<file path="config.mk">
export PLATFORM = sky130hd
export DESIGN_NAME = tfcf_trace
export DESIGN_NICKNAME = d
export VERILOG_FILES = /design/src/inc/tfcf_pkg.sv /design/src/inc/tfcf_push_if.sv /design/src/tfcf_fifo.sv /design/src/tfcf_classify.sv /design/src/tfcf_trace.sv
export VERILOG_INCLUDE_DIRS = /design/src /design/src/inc
export SDC_FILE = /design/constraint.sdc
export NUM_CORES = 1
export LEC_CHECK = 0
export ABC_AREA = 1
export BUFFER_PORTS_ARGS = -buffer_cell sky130_fd_sc_hd__buf_2
export CAP_MARGIN = 20
export CORE_MARGIN = 4
export CORE_UTILIZATION = 49
export CTS_CLUSTER_SIZE = 20
export DETAILED_ROUTE_END_ITERATION = 12
export GPL_ROUTABILITY_DRIVEN = 0
export PLACE_DENSITY = 0.76
export SLEW_MARGIN = 25
export SYNTH_ARGS = -nofsm -noshare
export SYNTH_HDL_FRONTEND = slang
export SYNTH_SLANG_ARGS = --single-unit
</file>
<file path="constraint.sdc">
create_clock -name sys_clk -period 4.1 [get_ports sys_clk]
set_input_delay 0 -clock sys_clk [delete_from_list [all_inputs] [get_ports sys_clk]]
set_output_delay 0 -clock sys_clk [all_outputs]
set_load 0.005 [all_outputs]
</file>
<file path="src/inc/tfcf_map.svh">
`ifndef TFCF_MAP_SVH
`define TFCF_MAP_SVH

// ------------------------------------------------------------
// Register offsets
// ------------------------------------------------------------
`define TFCF_ADDR_W 4
`define TFCF_OFS_DATA_HIGH 4'h0
`define TFCF_OFS_DATA_LOW 4'h4
`define TFCF_OFS_CTRL 4'h8
`define TFCF_OFS_STATUS 4'hC

// ------------------------------------------------------------
// Fields, reset values and timing
// ------------------------------------------------------------
`define TFCF_CTRL_ARM_BIT 0
`define TFCF_CTRL_EVONLY_BIT 1
`define TFCF_CTRL_END_BIT 2
`define TFCF_CTRL_RESET 3'h0
`define TFCF_DEPTH 8
`define TFCF_BLANK_CYCLES 2
`endif

</file>
<file path="src/inc/tfcf_pkg.sv">
package tfcf_pkg;
    typedef logic [15:0] tfcf_word_t;
    typedef enum logic [2:0] {
        TFCF_CF_NONE,
        TFCF_CF_BRANCH,
        TFCF_CF_UNCOND,
        TFCF_CF_INDIRECT,
        TFCF_CF_RETURN
    } tfcf_cf_e;
    typedef enum {TFCF_IDLE, TFCF_BLANK, TFCF_RUN} tfcf_state_e;
endpackage : tfcf_pkg

</file>
<file path="src/inc/tfcf_push_if.sv">
`timescale 1ns/1ns
interface tfcf_push_if;
    logic push;
    logic shift;
    logic [15:0] push_data;
    logic [15:0] head;
    logic [3:0] count;
    modport src (output push, output shift, output push_data,
        input head, input count);
    modport fifo (input push, input shift, input push_data,
        output head, output count);
endinterface : tfcf_push_if

</file>
<file path="src/tfcf_fifo.sv">
`timescale 1ns/1ns
`include "tfcf_map.svh"
module tfcf_fifo #(
    parameter int DEPTH = `TFCF_DEPTH
) (
    input wire logic sys_clk,
    input wire logic reset,
    tfcf_push_if.fifo p
);
    logic [15:0] mem [DEPTH];
    logic [3:0] count_reg;

    // ------------------------------------------------------------
    // Shift register: push at tail, low read drops head
    // ------------------------------------------------------------
    always_ff @(posedge sys_clk or posedge reset) begin
        if (reset) begin
            for (int i = 0; i < DEPTH; i++) begin
                mem[i] <= 16'h0000;
            end
        end else if (p.push) begin
            for (int i = 0; i < DEPTH - 1; i++) begin
                mem[i] <= mem[i + 1];
            end
            mem[DEPTH - 1] <= p.push_data;
        end else if (p.shift) begin
            for (int i = 0; i < DEPTH - 1; i++) begin
                mem[i] <= mem[i + 1];
            end
            mem[DEPTH - 1] <= 16'h0000;
        end
    end

    always_ff @(posedge sys_clk or posedge reset) begin
        if (reset) begin
            count_reg <= 4'h0;
        end else if (p.push && !p.shift && count_reg != 4'(DEPTH)) begin
            count_reg <= count_reg + 4'h1;
        end else if (p.shift && !p.push && count_reg != 4'h0) begin
            count_reg <= count_reg - 4'h1;
        end
    end

    // Oldest slot is a dummy stage; the port shows the next one
    assign p.head = mem[1];
    assign p.count = count_reg;

    // ------------------------------------------------------------
    // Checks
    // ------------------------------------------------------------
    depth_a: assert property (@(posedge sys_clk) disable iff (reset)
        count_reg <= 4'(DEPTH)) else $error("count above depth");
    count_step_a: assert property (
        @(posedge sys_clk) disable iff (reset)
        p.push && !p.shift && count_reg != 4'(DEPTH)
        |=> count_reg == $past(count_reg) + 4'h1) else $error("count step");
endmodule : tfcf_fifo

</file>
<file path="src/tfcf_classify.sv">
`timescale 1ns/1ns
module tfcf_classify (
    input wire logic sys_clk,
    input wire logic reset,
    input wire logic fetch_valid,
    input wire logic [15:0] fetch_addr,
    input wire logic fetch_tag,
    input wire logic exec_valid,
    input wire logic exec_flushed,
    input wire logic [2:0] exec_kind,
    input wire logic branch_taken,
    input wire logic [15:0] exec_src,
    input wire logic [15:0] exec_dest,
    output logic cf_event,
    output logic [15:0] cf_addr,
    output logic tag_fire,
    output logic [15:0] last_fetch
);
    logic tag_pend_reg;

    // ------------------------------------------------------------
    // Tag at fetch, act on execution only
    // ------------------------------------------------------------
    always_ff @(posedge sys_clk or posedge reset) begin
        if (reset) begin
            tag_pend_reg <= 1'b0;
            last_fetch <= 16'h0000;
        end else begin
            if (fetch_valid) begin
                last_fetch <= fetch_addr;
            end
            if (fetch_valid) begin
                tag_pend_reg <= fetch_tag;
            end else if (exec_valid) begin
                tag_pend_reg <= 1'b0;
            end
        end
    end

    assign tag_fire = exec_valid && !exec_flushed && tag_pend_reg;

    always_comb begin
        cf_event = 1'b0;
        cf_addr = exec_dest;
        if (exec_valid && !exec_flushed) begin
            unique case (tfcf_pkg::tfcf_cf_e'(exec_kind))
                tfcf_pkg::TFCF_CF_NONE: cf_event = 1'b0;
                tfcf_pkg::TFCF_CF_UNCOND: cf_event = 1'b0;
                tfcf_pkg::TFCF_CF_BRANCH: begin
                    cf_event = branch_taken;
                    cf_addr = exec_src;
                end
                tfcf_pkg::TFCF_CF_INDIRECT: cf_event = 1'b1;
                tfcf_pkg::TFCF_CF_RETURN: cf_event = 1'b1;
                default: cf_event = 1'b0;
            endcase
        end
    end

    // ------------------------------------------------------------
    // Checks
    // ------------------------------------------------------------
    flush_mute_a: assert property (
        @(posedge sys_clk) disable iff (reset)
        exec_flushed |-> !cf_event && !tag_fire)
        else $error("flushed opcode acted");
    uncond_mute_a: assert property (
        @(posedge sys_clk) disable iff (reset)
        exec_kind == 3'h2 |-> !cf_event) else $error("unconditional stored");
    taken_src_a: assert property (
        @(posedge sys_clk) disable iff (reset)
        exec_valid && !exec_flushed && exec_kind == 3'h1 && branch_taken
        |-> cf_event && cf_addr == exec_src) else $error("branch source lost");
endmodule : tfcf_classify

</file>
<file path="src/tfcf_trace.sv">
// Design decisions made here: register access over Wishbone and the address map.
`timescale 1ns/1ns
`include "tfcf_map.svh"
module tfcf_trace (
    input wire logic sys_clk,
    input wire logic reset,
    input wire logic wb_cyc_i,
    input wire logic wb_stb_i,
    input wire logic wb_we_i,
    input wire logic [`TFCF_ADDR_W-1:0] wb_adr_i,
    input wire logic [3:0] wb_sel_i,
    input wire logic [31:0] wb_dat_i,
    output logic [31:0] wb_dat_o,
    output logic wb_ack_o,
    input wire logic fetch_valid,
    input wire logic [15:0] fetch_addr,
    input wire logic fetch_tag,
    input wire logic exec_valid,
    input wire logic exec_flushed,
    input wire logic [2:0] exec_kind,
    input wire logic branch_taken,
    input wire logic [15:0] exec_src,
    input wire logic [15:0] exec_dest,
    input wire logic [7:0] event_data
);
    tfcf_push_if pif ();
    logic cf_event;
    logic [15:0] cf_addr;
    logic tag_fire;
    logic [15:0] last_fetch;
    logic [2:0] ctrl_reg;
    tfcf_pkg::tfcf_state_e state_reg;
    logic [1:0] blank_reg;
    logic low_rd;
    logic req;

    tfcf_classify u_cls (
        .sys_clk(sys_clk),
        .reset(reset),
        .fetch_valid(fetch_valid),
        .fetch_addr(fetch_addr),
        .fetch_tag(fetch_tag),
        .exec_valid(exec_valid),
        .exec_flushed(exec_flushed),
        .exec_kind(exec_kind),
        .branch_taken(branch_taken),
        .exec_src(exec_src),
        .exec_dest(exec_dest),
        .cf_event(cf_event),
        .cf_addr(cf_addr),
        .tag_fire(tag_fire),
        .last_fetch(last_fetch)
    );

    tfcf_fifo #(.DEPTH(`TFCF_DEPTH)) u_fifo (
        .sys_clk(sys_clk),
        .reset(reset),
        .p(pif)
    );

    // ------------------------------------------------------------
    // Wishbone slave, one wait cycle
    // ------------------------------------------------------------
    assign req = wb_cyc_i && wb_stb_i && !wb_ack_o;
    assign low_rd = req && !wb_we_i && wb_adr_i == `TFCF_OFS_DATA_LOW;

    always_ff @(posedge sys_clk or posedge reset) begin
        if (reset) begin
            wb_ack_o <= 1'b0;
        end else begin
            wb_ack_o <= req;
        end
    end

    always_ff @(posedge sys_clk or posedge reset) begin
        if (reset) begin
            ctrl_reg <= `TFCF_CTRL_RESET;
        end else if (req && wb_we_i && wb_adr_i == `TFCF_OFS_CTRL
            && wb_sel_i[0]) begin
            ctrl_reg <= wb_dat_i[2:0];
        end else if (state_reg == tfcf_pkg::TFCF_RUN && tag_fire
            && ctrl_reg[`TFCF_CTRL_END_BIT]) begin
            ctrl_reg[`TFCF_CTRL_ARM_BIT] <= 1'b0;
        end
    end

    always_ff @(posedge sys_clk or posedge reset) begin
        if (reset) begin
            wb_dat_o <= 32'h0000_0000;
        end else if (req && !wb_we_i) begin
            unique case (wb_adr_i)
                `TFCF_OFS_DATA_HIGH: wb_dat_o <= ctrl_reg[`TFCF_CTRL_EVONLY_BIT]
                    ? 32'h0000_0000 : {24'h00_0000, pif.head[15:8]};
                `TFCF_OFS_DATA_LOW: wb_dat_o <= {24'h00_0000, pif.head[7:0]};
                `TFCF_OFS_CTRL: wb_dat_o <= {29'h0000_0000, ctrl_reg};
                `TFCF_OFS_STATUS: wb_dat_o <= {28'h000_0000, pif.count};
                default: wb_dat_o <= 32'h0000_0000;
            endcase
        end
    end

    // ------------------------------------------------------------
    // Trace run control
    // ------------------------------------------------------------
    always_ff @(posedge sys_clk or posedge reset) begin
        if (reset) begin
            state_reg <= tfcf_pkg::TFCF_IDLE;
            blank_reg <= 2'h0;
        end else begin
            unique case (state_reg)
                tfcf_pkg::TFCF_IDLE: begin
                    if (ctrl_reg[`TFCF_CTRL_ARM_BIT] && (tag_fire
                        || ctrl_reg[`TFCF_CTRL_END_BIT])) begin
                        state_reg <= ctrl_reg[`TFCF_CTRL_END_BIT]
                            ? tfcf_pkg::TFCF_RUN : tfcf_pkg::TFCF_BLANK;
                        blank_reg <= 2'(`TFCF_BLANK_CYCLES);
                    end
                end
                tfcf_pkg::TFCF_BLANK: begin
                    blank_reg <= blank_reg - 2'h1;
                    if (blank_reg == 2'h1) begin
                        state_reg <= tfcf_pkg::TFCF_RUN;
                    end
                end
                tfcf_pkg::TFCF_RUN: begin
                    if (!ctrl_reg[`TFCF_CTRL_ARM_BIT]) begin
                        state_reg <= tfcf_pkg::TFCF_IDLE;
                    end
                end
            endcase
        end
    end

    // ------------------------------------------------------------
    // FIFO push selection
    // ------------------------------------------------------------
    always_comb begin
        pif.push = 1'b0;
        pif.push_data = cf_addr;
        pif.shift = low_rd;
        if (!ctrl_reg[`TFCF_CTRL_ARM_BIT]) begin
            pif.push = low_rd;
            pif.push_data = last_fetch;
        end else if (ctrl_reg[`TFCF_CTRL_EVONLY_BIT]) begin
            pif.push = state_reg == tfcf_pkg::TFCF_RUN && tag_fire;
            pif.push_data = {8'h00, event_data};
        end else if (state_reg == tfcf_pkg::TFCF_RUN) begin
            pif.push = cf_event;
        end
    end

    // ------------------------------------------------------------
    // Checks
    // ------------------------------------------------------------
    blank_gap_a: assert property (
        @(posedge sys_clk) disable iff (reset)
        state_reg == tfcf_pkg::TFCF_BLANK && ctrl_reg[0] && !ctrl_reg[1]
        |-> !pif.push) else $error("push during blank");
    blank_len_a: assert property (
        @(posedge sys_clk) disable iff (reset)
        state_reg == tfcf_pkg::TFCF_BLANK && blank_reg == 2'h2
        |=> state_reg == tfcf_pkg::TFCF_BLANK
        ##1 state_reg == tfcf_pkg::TFCF_RUN) else $error("blank length");
    idle_quiet_a: assert property (
        @(posedge sys_clk) disable iff (reset)
        ctrl_reg[`TFCF_CTRL_ARM_BIT] && !ctrl_reg[`TFCF_CTRL_EVONLY_BIT]
        && state_reg != tfcf_pkg::TFCF_RUN |-> !pif.push)
        else $error("push before run");
    run_store_a: assert property (
        @(posedge sys_clk) disable iff (reset)
        ctrl_reg[`TFCF_CTRL_ARM_BIT] && !ctrl_reg[`TFCF_CTRL_EVONLY_BIT]
        && state_reg == tfcf_pkg::TFCF_RUN
        |-> pif.push == cf_event && pif.push_data == cf_addr)
        else $error("change of flow not stored");
    stop_on_tag_a: assert property (
        @(posedge sys_clk) disable iff (reset)
        state_reg == tfcf_pkg::TFCF_RUN && tag_fire
        && ctrl_reg[`TFCF_CTRL_END_BIT] && !(req && wb_we_i)
        |=> !ctrl_reg[`TFCF_CTRL_ARM_BIT]) else $error("arm kept");
    profile_push_a: assert property (
        @(posedge sys_clk) disable iff (reset)
        low_rd && !ctrl_reg[`TFCF_CTRL_ARM_BIT]
        |-> pif.push && pif.push_data == last_fetch)
        else $error("profile push missing");
    high_unused_a: assert property (
        @(posedge sys_clk) disable iff (reset)
        req && !wb_we_i && wb_adr_i == `TFCF_OFS_DATA_HIGH
        && ctrl_reg[`TFCF_CTRL_EVONLY_BIT]
        |=> wb_dat_o == 32'h0000_0000) else $error("high port in use");
    low_shift_a: assert property (
        @(posedge sys_clk) disable iff (reset)
        low_rd |-> pif.shift) else $error("low read without shift");
    ack_once_a: assert property (@(posedge sys_clk) disable iff (reset)
        wb_ack_o |=> !wb_ack_o) else $error("ack held");
endmodule : tfcf_trace

</file>
After elaboration in Yosys (flattened, before gate mapping)
Index checks and enable logic that the tools add are counted.

ROM bits: 0. Input port bits: 109. Register bits: 203. Output and inout bits: 33. RAM bits: 0. Word-level logic and storage cells: 92. Memories: 0. Latch bits: 0.

Order comparisons: 0. Bitwise logic cells: 0. Muxes and demuxes: 26. Shift-type cells: 0. Equality and inequality tests: 14. Multipliers: 0. Reduce and logical (&&, ||, !) cells: 33. Add/subtract/negate cells: 3. Divide/modulo/power cells: 0.

Operator list (number): $mux 112 (2); $mux 32 (3); $pmux 32 s3 (1); $mux 16 (4); $eq 32x1->1 const B (1); $eq 32x2->1 const B (1); $eq 32x3->1 const B (1); $logic_not 32->1 (1); $pmux 8 s4 (1); $logic_and 1x1->1 (16); $reduce_bool 2->1 (5); $eq 4x4->1 const B (2); $mux 1 (8); $mux 4 (2); $mux 8 (1); $ne 2x2->1 const B (3); $logic_not 1->1 (5); $add 4x1->4 const B (1); $eq 4x3->1 const B (1); $logic_not 4->1 (1); $mux 2 (2); $ne 4x4->1 const B (1); $pmux 2 s2 (1); $reduce_bool 4->1 (1); other kinds (11) (11).

Longest topological paths before layout
Depth after elaboration: 12. Gate-level depth with buffers: 16. Depth with buffers taken out: 16.

Modules after synthesis
Synthesis repeated with hierarchy kept, for this count alone.

Cell total of the unflattened synthesis: 855. Area, all modules: 7140.6 um^2.

Modules (own cells, without submodules): tfcf_fifo (sequential area each 2902.8 um^2, times used 1, cells each 485, area an instance 4694.5 um^2); tfcf_trace (sequential area each 400.4 um^2, times used 1, cells each 231, area an instance 1481.4 um^2); tfcf_classify (sequential area each 425.4 um^2, times used 1, cells each 139, area an instance 964.7 um^2).

Worst setup path before layout
Ideal clock, no wire load.

Path kind: register -> register. From: register state_reg[0]. To: register u_fifo.count_reg[3], in the netlist u_fifo.p.count[3]. Library setup time: 0.116 ns. Required time: 3.984 ns. Slack: 2.066 ns. Arrival: 1.918 ns. Cell stages (with the launch flop): 16. Path buffers: 0. Period minus slack after synthesis: 2.034 ns. Cell sequence: dfrtp_1 inv_1 ha_1 nand2_1 nor2_1 nand2_1 nand3_2 nand3_1 ha_1 a21o_1 nand2_1 nand2_1 inv_1 nand3_1 nand3_1 nand2_1.

Word-level cells in the longest chain between the ends: 8. Elaborated cells on any way between the ends: 12. Those cells by class: eq/ne: 1; mux: 4; reduce/logical: 7.

Ends and longest elaborated chain: start, declared (line tfcf_trace.sv:32) `tfcf_pkg::tfcf_state_e state_reg;`; start signal, assigned (line tfcf_trace.sv:107) `state_reg <= tfcf_pkg::TFCF_IDLE;`; start signal, assigned (line tfcf_trace.sv:114) `` state_reg <= ctrl_reg[`TFCF_CTRL_END_BIT] ``; start signal, assigned (line tfcf_trace.sv:122) `state_reg <= tfcf_pkg::TFCF_RUN;`; $eq 32x3->1 (*) (line tfcf_trace.sv:145, tfcf_trace.sv:147); $mux 1 or $logic_and 1x1->1 (tied branches) (line tfcf_trace.sv:147, tfcf_trace.sv:145); $mux 1 (*) (line tfcf_trace.sv:144) `` end else if (ctrl_reg[`TFCF_CTRL_EVONLY_BIT]) begin ``; $mux 1 (*) (line tfcf_trace.sv:141) `` if (!ctrl_reg[`TFCF_CTRL_ARM_BIT]) begin ``; $logic_not 1->1 (line tfcf_fifo.sv:39) `end else if (p.shift && !p.push && count_reg != 4'h0) begin`; $logic_and 1x1->1 (2 in series) (line tfcf_fifo.sv:39); $reduce_bool 2->1 (no line); end signal, assigned (line tfcf_fifo.sv:38) `count_reg <= count_reg + 4'h1;`; end signal, assigned (line tfcf_fifo.sv:40) `count_reg <= count_reg - 4'h1;`; end, declared (line tfcf_fifo.sv:11) `logic [3:0] count_reg;`.

Mark *: on every way between the ends. The rest lies on a longest branch, timed or not. A chain may end at the register's enable or synchronous reset.

Worst setup path after layout
From: register wb_ack_o. To: register u_fifo.mem[62] in the netlist's numbering.

Word-level cells in the longest chain between the ends: 6. Elaborated cells on any way between the ends: 7. Those cells by class: mux: 2; reduce/logical: 5.

Ends and longest elaborated chain: start, declared (line tfcf_trace.sv:14) `output logic wb_ack_o,`; start signal, assigned (line tfcf_trace.sv:71) `wb_ack_o <= req;`; $logic_not 1->1 (*) (line tfcf_trace.sv:64) `assign req = wb_cyc_i && wb_stb_i && !wb_ack_o;`; $logic_and 1x1->1 (*) (line tfcf_trace.sv:64); $logic_and 1x1->1 (*) (line tfcf_trace.sv:65) `` assign low_rd = req && !wb_we_i && wb_adr_i == `TFCF_OFS_DATA_LOW; ``; $logic_and 1x1->1 (no line) (*); $mux 1 (line tfcf_trace.sv:141); $mux 112 or $reduce_bool 2->1 (tied branches); end signal, assigned by index (line tfcf_fifo.sv:23) `mem[i] <= mem[i + 1];`; end signal, assigned by index (line tfcf_fifo.sv:25) `mem[DEPTH - 1] <= p.push_data;`; end signal, assigned by index (line tfcf_fifo.sv:28) `mem[i] <= mem[i + 1];`; end, declared (line tfcf_fifo.sv:10) `logic [15:0] mem [DEPTH];`.

Marks and branches as above.

==> impl_results.html <==
<table>
<tr><th>Metric</th><th>Value</th></tr>
<tr><th colspan="2">Synthesis</th></tr>
<tr><td>Number of enable flip-flop cells after synthesis</td><td>0</td></tr>
<tr><td>Top_reg_cell synth</td><td>sky130_fd_sc_hd__dfrtp_1</td></tr>
<tr><td>Ranking of synthesized cells by area</td><td>sky130_fd_sc_hd__dfrtp_1 (56%), sky130_fd_sc_hd__nand2_1 (11%), sky130_fd_sc_hd__o21ai_0 (5.3%)</td></tr>
<tr><td>Share of flip-flops with an asynchronous set or reset</td><td>100%</td></tr>
<tr><td>Yosys warns</td><td>0</td></tr>
<tr><td>Mapped cell area</td><td>between 0.006 and 0.007 mm²</td></tr>
<tr><td>Post-Syn Instances</td><td>762</td></tr>
<tr><td>Average cell area after synthesis</td><td>slightly below 9 µm²</td></tr>
<tr><td>Largest area contributor in the netlist</td><td>sky130_fd_sc_hd__dfrtp_1</td></tr>
<tr><td>Sequential cell area fraction in the yosys report</td><td>a little under three fifths</td></tr>
<tr><td>Area share of the leading cell type in the synthesized netlist</td><td>a little under three fifths</td></tr>
<tr><td>Post-synthesis cell type count</td><td>30</td></tr>
<tr><td>Number of storage elements in the synthesis netlist</td><td>around 150</td></tr>
<tr><th colspan="2">Cells and area</th></tr>
<tr><td>Fin cells</td><td>~1,100</td></tr>
<tr><td>Number of fill cells in the layout</td><td>roughly 1,100</td></tr>
<tr><td>Total area of multi-input combinational cells</td><td>0.00230 mm²</td></tr>
<tr><td>Nets</td><td>995</td></tr>
<tr><td>Number of antenna diodes</td><td>0</td></tr>
<tr><td>Register with the highest flop count</td><td>u_fifo.mem</td></tr>
<tr><td>Share of layout cells above drive strength 1</td><td>16.3%</td></tr>
<tr><td>Number of flip-flops in the largest register</td><td>96</td></tr>
<tr><td>Sequential cell area</td><td>between 0.003 and 0.004 mm²</td></tr>
<tr><td>Syn-to-layout area delta</td><td>22.0%</td></tr>
<tr><th colspan="2">Setup path</th></tr>
<tr><td>Slack of the worst reg-to-reg path</td><td>roughly 1300 ps</td></tr>
<tr><td>Path length in cells of the critical path</td><td>9</td></tr>
<tr><td>Path type of the worst setup path</td><td>flip-flop to flip-flop</td></tr>
<tr><td>R2R cell count</td><td>9</td></tr>
<tr><td>Required time of the worst setup path</td><td>4430 ps</td></tr>
<tr><td>CP Cell Sequence</td><td>nor3_4 &gt; nand2_2 &gt; nand2_2 &gt; nand2_2 &gt; buf_4 &gt; nand2_4 &gt; buf_4 &gt; nor2_1 &gt; a21oi_1</td></tr>
<tr><td>Crit path largest cell delay</td><td>420 ps</td></tr>
<tr><td>Worst-path cell with the longest stage delay</td><td>sky130_fd_sc_hd__dfrtp_1</td></tr>
<tr><td>Count of buffering cells on the critical path with inverters included</td><td>2</td></tr>
<tr><td>Crit path capture type</td><td>flip-flop</td></tr>
<tr><td>Family of cells with the greatest summed delay on the critical path</td><td>simple AND/OR/NAND/NOR gates</td></tr>
<tr><td>Critical Path Start</td><td>wb_ack_o</td></tr>
<tr><td>Startpoint of the worst-slack reg-to-reg timing path</td><td>wb_ack_o</td></tr>
<tr><td>Critical Path Sink</td><td>u_fifo.mem[62]</td></tr>
<tr><td>Worst EP arrival</td><td>between 3000 and 4000 ps</td></tr>
<tr><td>Cell with the most instances on the worst path</td><td>sky130_fd_sc_hd__nand2_2</td></tr>
<tr><td>Max FO, Critical Path</td><td>40</td></tr>
<tr><td>Critical path launch point type</td><td>flip-flop</td></tr>
<tr><td>Worst flop-to-flop path endpoint</td><td>u_fifo.mem[62]</td></tr>
<tr><th colspan="2">Power and ir drop</th></tr>
<tr><td>Worst ir drop on vdd</td><td>0.372 mV</td></tr>
<tr><td>Static Leakage</td><td>approximately 0.004 µW</td></tr>
<tr><td>Pwr Density</td><td>between 600 and 700 mW/mm²</td></tr>
<tr><th colspan="2">Clocking</th></tr>
<tr><td>Maximum clock path buffer count</td><td>2</td></tr>
<tr><td>Clock-pin transition on the worst setup and hold timing paths</td><td>approximately 60 ps</td></tr>
<tr><td>Clk sinks</td><td>149</td></tr>
<tr><td>Post-CTS setup buffer count</td><td>0</td></tr>
<tr><td>CTS Hold Bufs</td><td>~40</td></tr>
<tr><td>TritonCTS Buffers</td><td>17</td></tr>
<tr><td># resized after CTS</td><td>0</td></tr>
<tr><td>H-tree levels</td><td>4</td></tr>
<tr><td>Clock latency on the worst-skew pair</td><td>around 410 ps</td></tr>
<tr><td>Cell at the root of the clock tree</td><td>sky130_fd_sc_hd__clkbuf_16</td></tr>
<tr><td>CTS tree</td><td>done</td></tr>
<tr><th colspan="2">Floorplan</th></tr>
<tr><td>Number of placement rows</td><td>42</td></tr>
<tr><td>IO Pins</td><td>142</td></tr>
<tr><td>Overall die height</td><td>124 µm</td></tr>
<tr><td>Die Outline Area</td><td>~0.015 mm²</td></tr>
<tr><td>Total core area</td><td>roughly 0.013 mm²</td></tr>
<tr><td>Starting density of the core</td><td>between 50% and 60%</td></tr>
<tr><td>Overall die width</td><td>124 µm</td></tr>
<tr><th colspan="2">Placed design</th></tr>
<tr><td>Count of port buffers added during placement</td><td>85</td></tr>
<tr><td>Post-detailed-placement half-perimeter wirelength</td><td>about 8.6 mm</td></tr>
<tr><td>Cell total after placement</td><td>between 900 and 1,000</td></tr>
<tr><th colspan="2">Routing</th></tr>
<tr><td>Drt drc</td><td>0</td></tr>
<tr><td>Via count of the routed design</td><td>between 5,000 and 6,000</td></tr>
<tr><td>Detailed-router iteration count before antenna repair</td><td>6</td></tr>
<tr><td>Average routed wire per standard cell</td><td>13.1 µm</td></tr>
<tr><td>Initial DRC count</td><td>roughly 350</td></tr>
<tr><td>Mean number of vias per cell</td><td>4.92</td></tr>
<tr><td>Antenna-violating nets left</td><td>0</td></tr>
<tr><td>Routed WL</td><td>14.0 mm</td></tr>
<tr><th colspan="2">Global routing</th></tr>
<tr><td>First-pass GRT wire length</td><td>between 20 and 25 mm</td></tr>
<tr><td>Global-route congestion overflow total</td><td>0</td></tr>
<tr><td>Total routing usage reported by global routing</td><td>19.0%</td></tr>
<tr><td>Antenna violations before repair</td><td>0</td></tr>
<tr><td>Vias in the first global route</td><td>between 5,000 and 6,000</td></tr>
<tr><td>Maximum number of pins on one net before global-route repair</td><td>118</td></tr>
<tr><th colspan="2">Timing</th></tr>
<tr><td>Portion of the clock cycle consumed by the worst path in the final layout</td><td>67.4%</td></tr>
<tr><td>Slew at the pin with the worst max-slew slack</td><td>a little over 800 ps</td></tr>
<tr><td>Final-report max-slew violation count</td><td>0</td></tr>
<tr><td>Max Fclk</td><td>approximately 360 MHz</td></tr>
<tr><td>Unrepaired setup endpoints after global routing</td><td>false</td></tr>
<tr><td>Final number of hold-violating endpoints</td><td>0</td></tr>
<tr><td>Post-layout min period</td><td>~2800 ps</td></tr>
<tr><td>Slew HR</td><td>a little under half</td></tr>
<tr><td>Setup violators final</td><td>0</td></tr>
<tr><td>Setup Total Neg Slack</td><td>0 ps</td></tr>
<tr><td>Layout Skew</td><td>approximately 8.4 ps</td></tr>
<tr><th colspan="2">Flow run</th></tr>
<tr><td>Max Cap Viol</td><td>0</td></tr>
<tr><th colspan="2">Outcome</th></tr>
<tr><td>Outcome</td><td>complete, no violations</td></tr>
<tr><th colspan="2">Min path</th></tr>
<tr><td>Hold WC Path Type</td><td>primary input to flip-flop</td></tr>
</table>
## metrics by stage
stage / area (µm²) / util (%) / hold slack (ps) / setup WS, ps / total power (µW)
2_1_floorplan: 6740 / - / 95.8 / 92.0 / 3210
3_3_place_gp: 7060 / 53.3 / 201 / 1450 / 3390
3_5_place_dp: 7060 / 53.3 / 204 / 1360 / 3480
4_1_cts: 8110 / 61.2 / 2.98 / 1340 / 5210
5_1_grt: 8110 / 61.2 / 21.5 / 1070 / 5540
6_report: 8110 / 61.2 / 13.4 / 1330 / 5180
## Yosys cell counts (2+ instances only)
| cell type | n |
|---|---|
| sky130_fd_sc_hd__nand4_1 | 5 |
| sky130_fd_sc_hd__nand3_2 | 2 |
| sky130_fd_sc_hd__o22ai_1 | 20 |
| sky130_fd_sc_hd__a21oi_2 | 2 |
| sky130_fd_sc_hd__clkbuf_1 | 9 |
| sky130_fd_sc_hd__buf_4 | 35 |
| sky130_fd_sc_hd__inv_2 | 2 |
| sky130_fd_sc_hd__buf_2 | 7 |
| sky130_fd_sc_hd__buf_6 | 5 |
| sky130_fd_sc_hd__inv_1 | 84 |
| sky130_fd_sc_hd__a31o_2 | 8 |
| sky130_fd_sc_hd__nand2_2 | 4 |
| sky130_fd_sc_hd__a21oi_1 | 46 |
| sky130_fd_sc_hd__dfrtp_1 | 149 |
| sky130_fd_sc_hd__ha_1 | 6 |
| sky130_fd_sc_hd__nand3_1 | 28 |
| sky130_fd_sc_hd__nor2_1 | 68 |
| sky130_fd_sc_hd__o21ai_0 | 70 |
| sky130_fd_sc_hd__nand2_1 | 186 |
| sky130_fd_sc_hd__o21ai_1 | 12 |
| sky130_fd_sc_hd__nor3_1 | 5 |
## worst min path at each step
| stage | from | end | slack (ps) | cells after the start |
|---|---|---|---|---|
| floorplan | exec_valid | u_cls.tag_pend_reg | 100 | 1 |
| global placement | fetch_addr[1] | u_cls.last_fetch[1] | 200 | 3 |
| detailed placement | exec_valid | u_cls.tag_pend_reg | 200 | 2 |
| CTS | exec_dest[15] | u_fifo.mem[15] | 3 | 5 |
| global route | exec_dest[15] | u_fifo.mem[15] | 20 | 5 |
| finish | exec_dest[15] | u_fifo.mem[15] | 10 | 5 |
## worst min-delay path: stages
cell                      delay (ps)
sky130_fd_sc_hd__buf_2            80
sky130_fd_sc_hd__nor2_1           40
sky130_fd_sc_hd__o22ai_1         120
sky130_fd_sc_hd__nand2_1          80
sky130_fd_sc_hd__o21ai_1          70
## layout make-up
class | count | share of cell area (%)
clock buffers | 18 | 5.41
clock inverters | 14 | 2.45
inverters | 86 | 4.07
multi-input cells | 493 | 28.4
flip-flops and latches | 149 | 46.0
well taps | 176 | 2.72
repair buffers | 132 | 11.0
## layout by cell type, fill, tap and decap left out, types with 3 or more instances in the layout
cell type                         n
sky130_fd_sc_hd__a21oi_1         46
sky130_fd_sc_hd__buf_2           85
sky130_fd_sc_hd__o21ai_1         12
sky130_fd_sc_hd__o21ai_0         70
sky130_fd_sc_hd__clkinvlp_4       4
sky130_fd_sc_hd__nand2_2          3
sky130_fd_sc_hd__nor3_1           5
sky130_fd_sc_hd__dlygate4sd3_1   41
sky130_fd_sc_hd__buf_4            5
sky130_fd_sc_hd__a31o_2           8
sky130_fd_sc_hd__bufinv_16        4
sky130_fd_sc_hd__ha_1             6
sky130_fd_sc_hd__o22ai_1         20
sky130_fd_sc_hd__nand3_1         28
sky130_fd_sc_hd__dfrtp_1        149
sky130_fd_sc_hd__inv_6            3
sky130_fd_sc_hd__nand2_1        186
sky130_fd_sc_hd__inv_1           83
sky130_fd_sc_hd__nand4_1          5
sky130_fd_sc_hd__conb_1          24
sky130_fd_sc_hd__clkbuf_16       17
sky130_fd_sc_hd__nor2_1          67
## per-layer routing
metal	track usage [%]	vias to the layer above	wire (µm)
met5	0	-	0
met1	24.1	2457	6240
met3	5.06	22	661
met4	6.71	0	256
met2	31.4	150	6870
li1	-	2627	-
## cell families after synthesis
| family | Yosys count | synth area share [%] |
|---|---|---|
| adders and majority gates | 7 | 1.43 |
| buffers and inverters | 143 | 10.7 |
| xor gates and xnor gates | 1 | 0.132 |
| other | 1 | 0.0564 |
| DFF | 149 | 56.1 |
| muxes | 1 | 0.169 |
| AOI/OAI and AO/OA | 161 | 13.2 |
| and+or+nand+nor | 299 | 18.2 |
## power breakdown
part	switching [µW]	internal [µW]
clock	614	1040
combinational	689	485
sequential	283	2060
(Power assumes the default switching activity.)
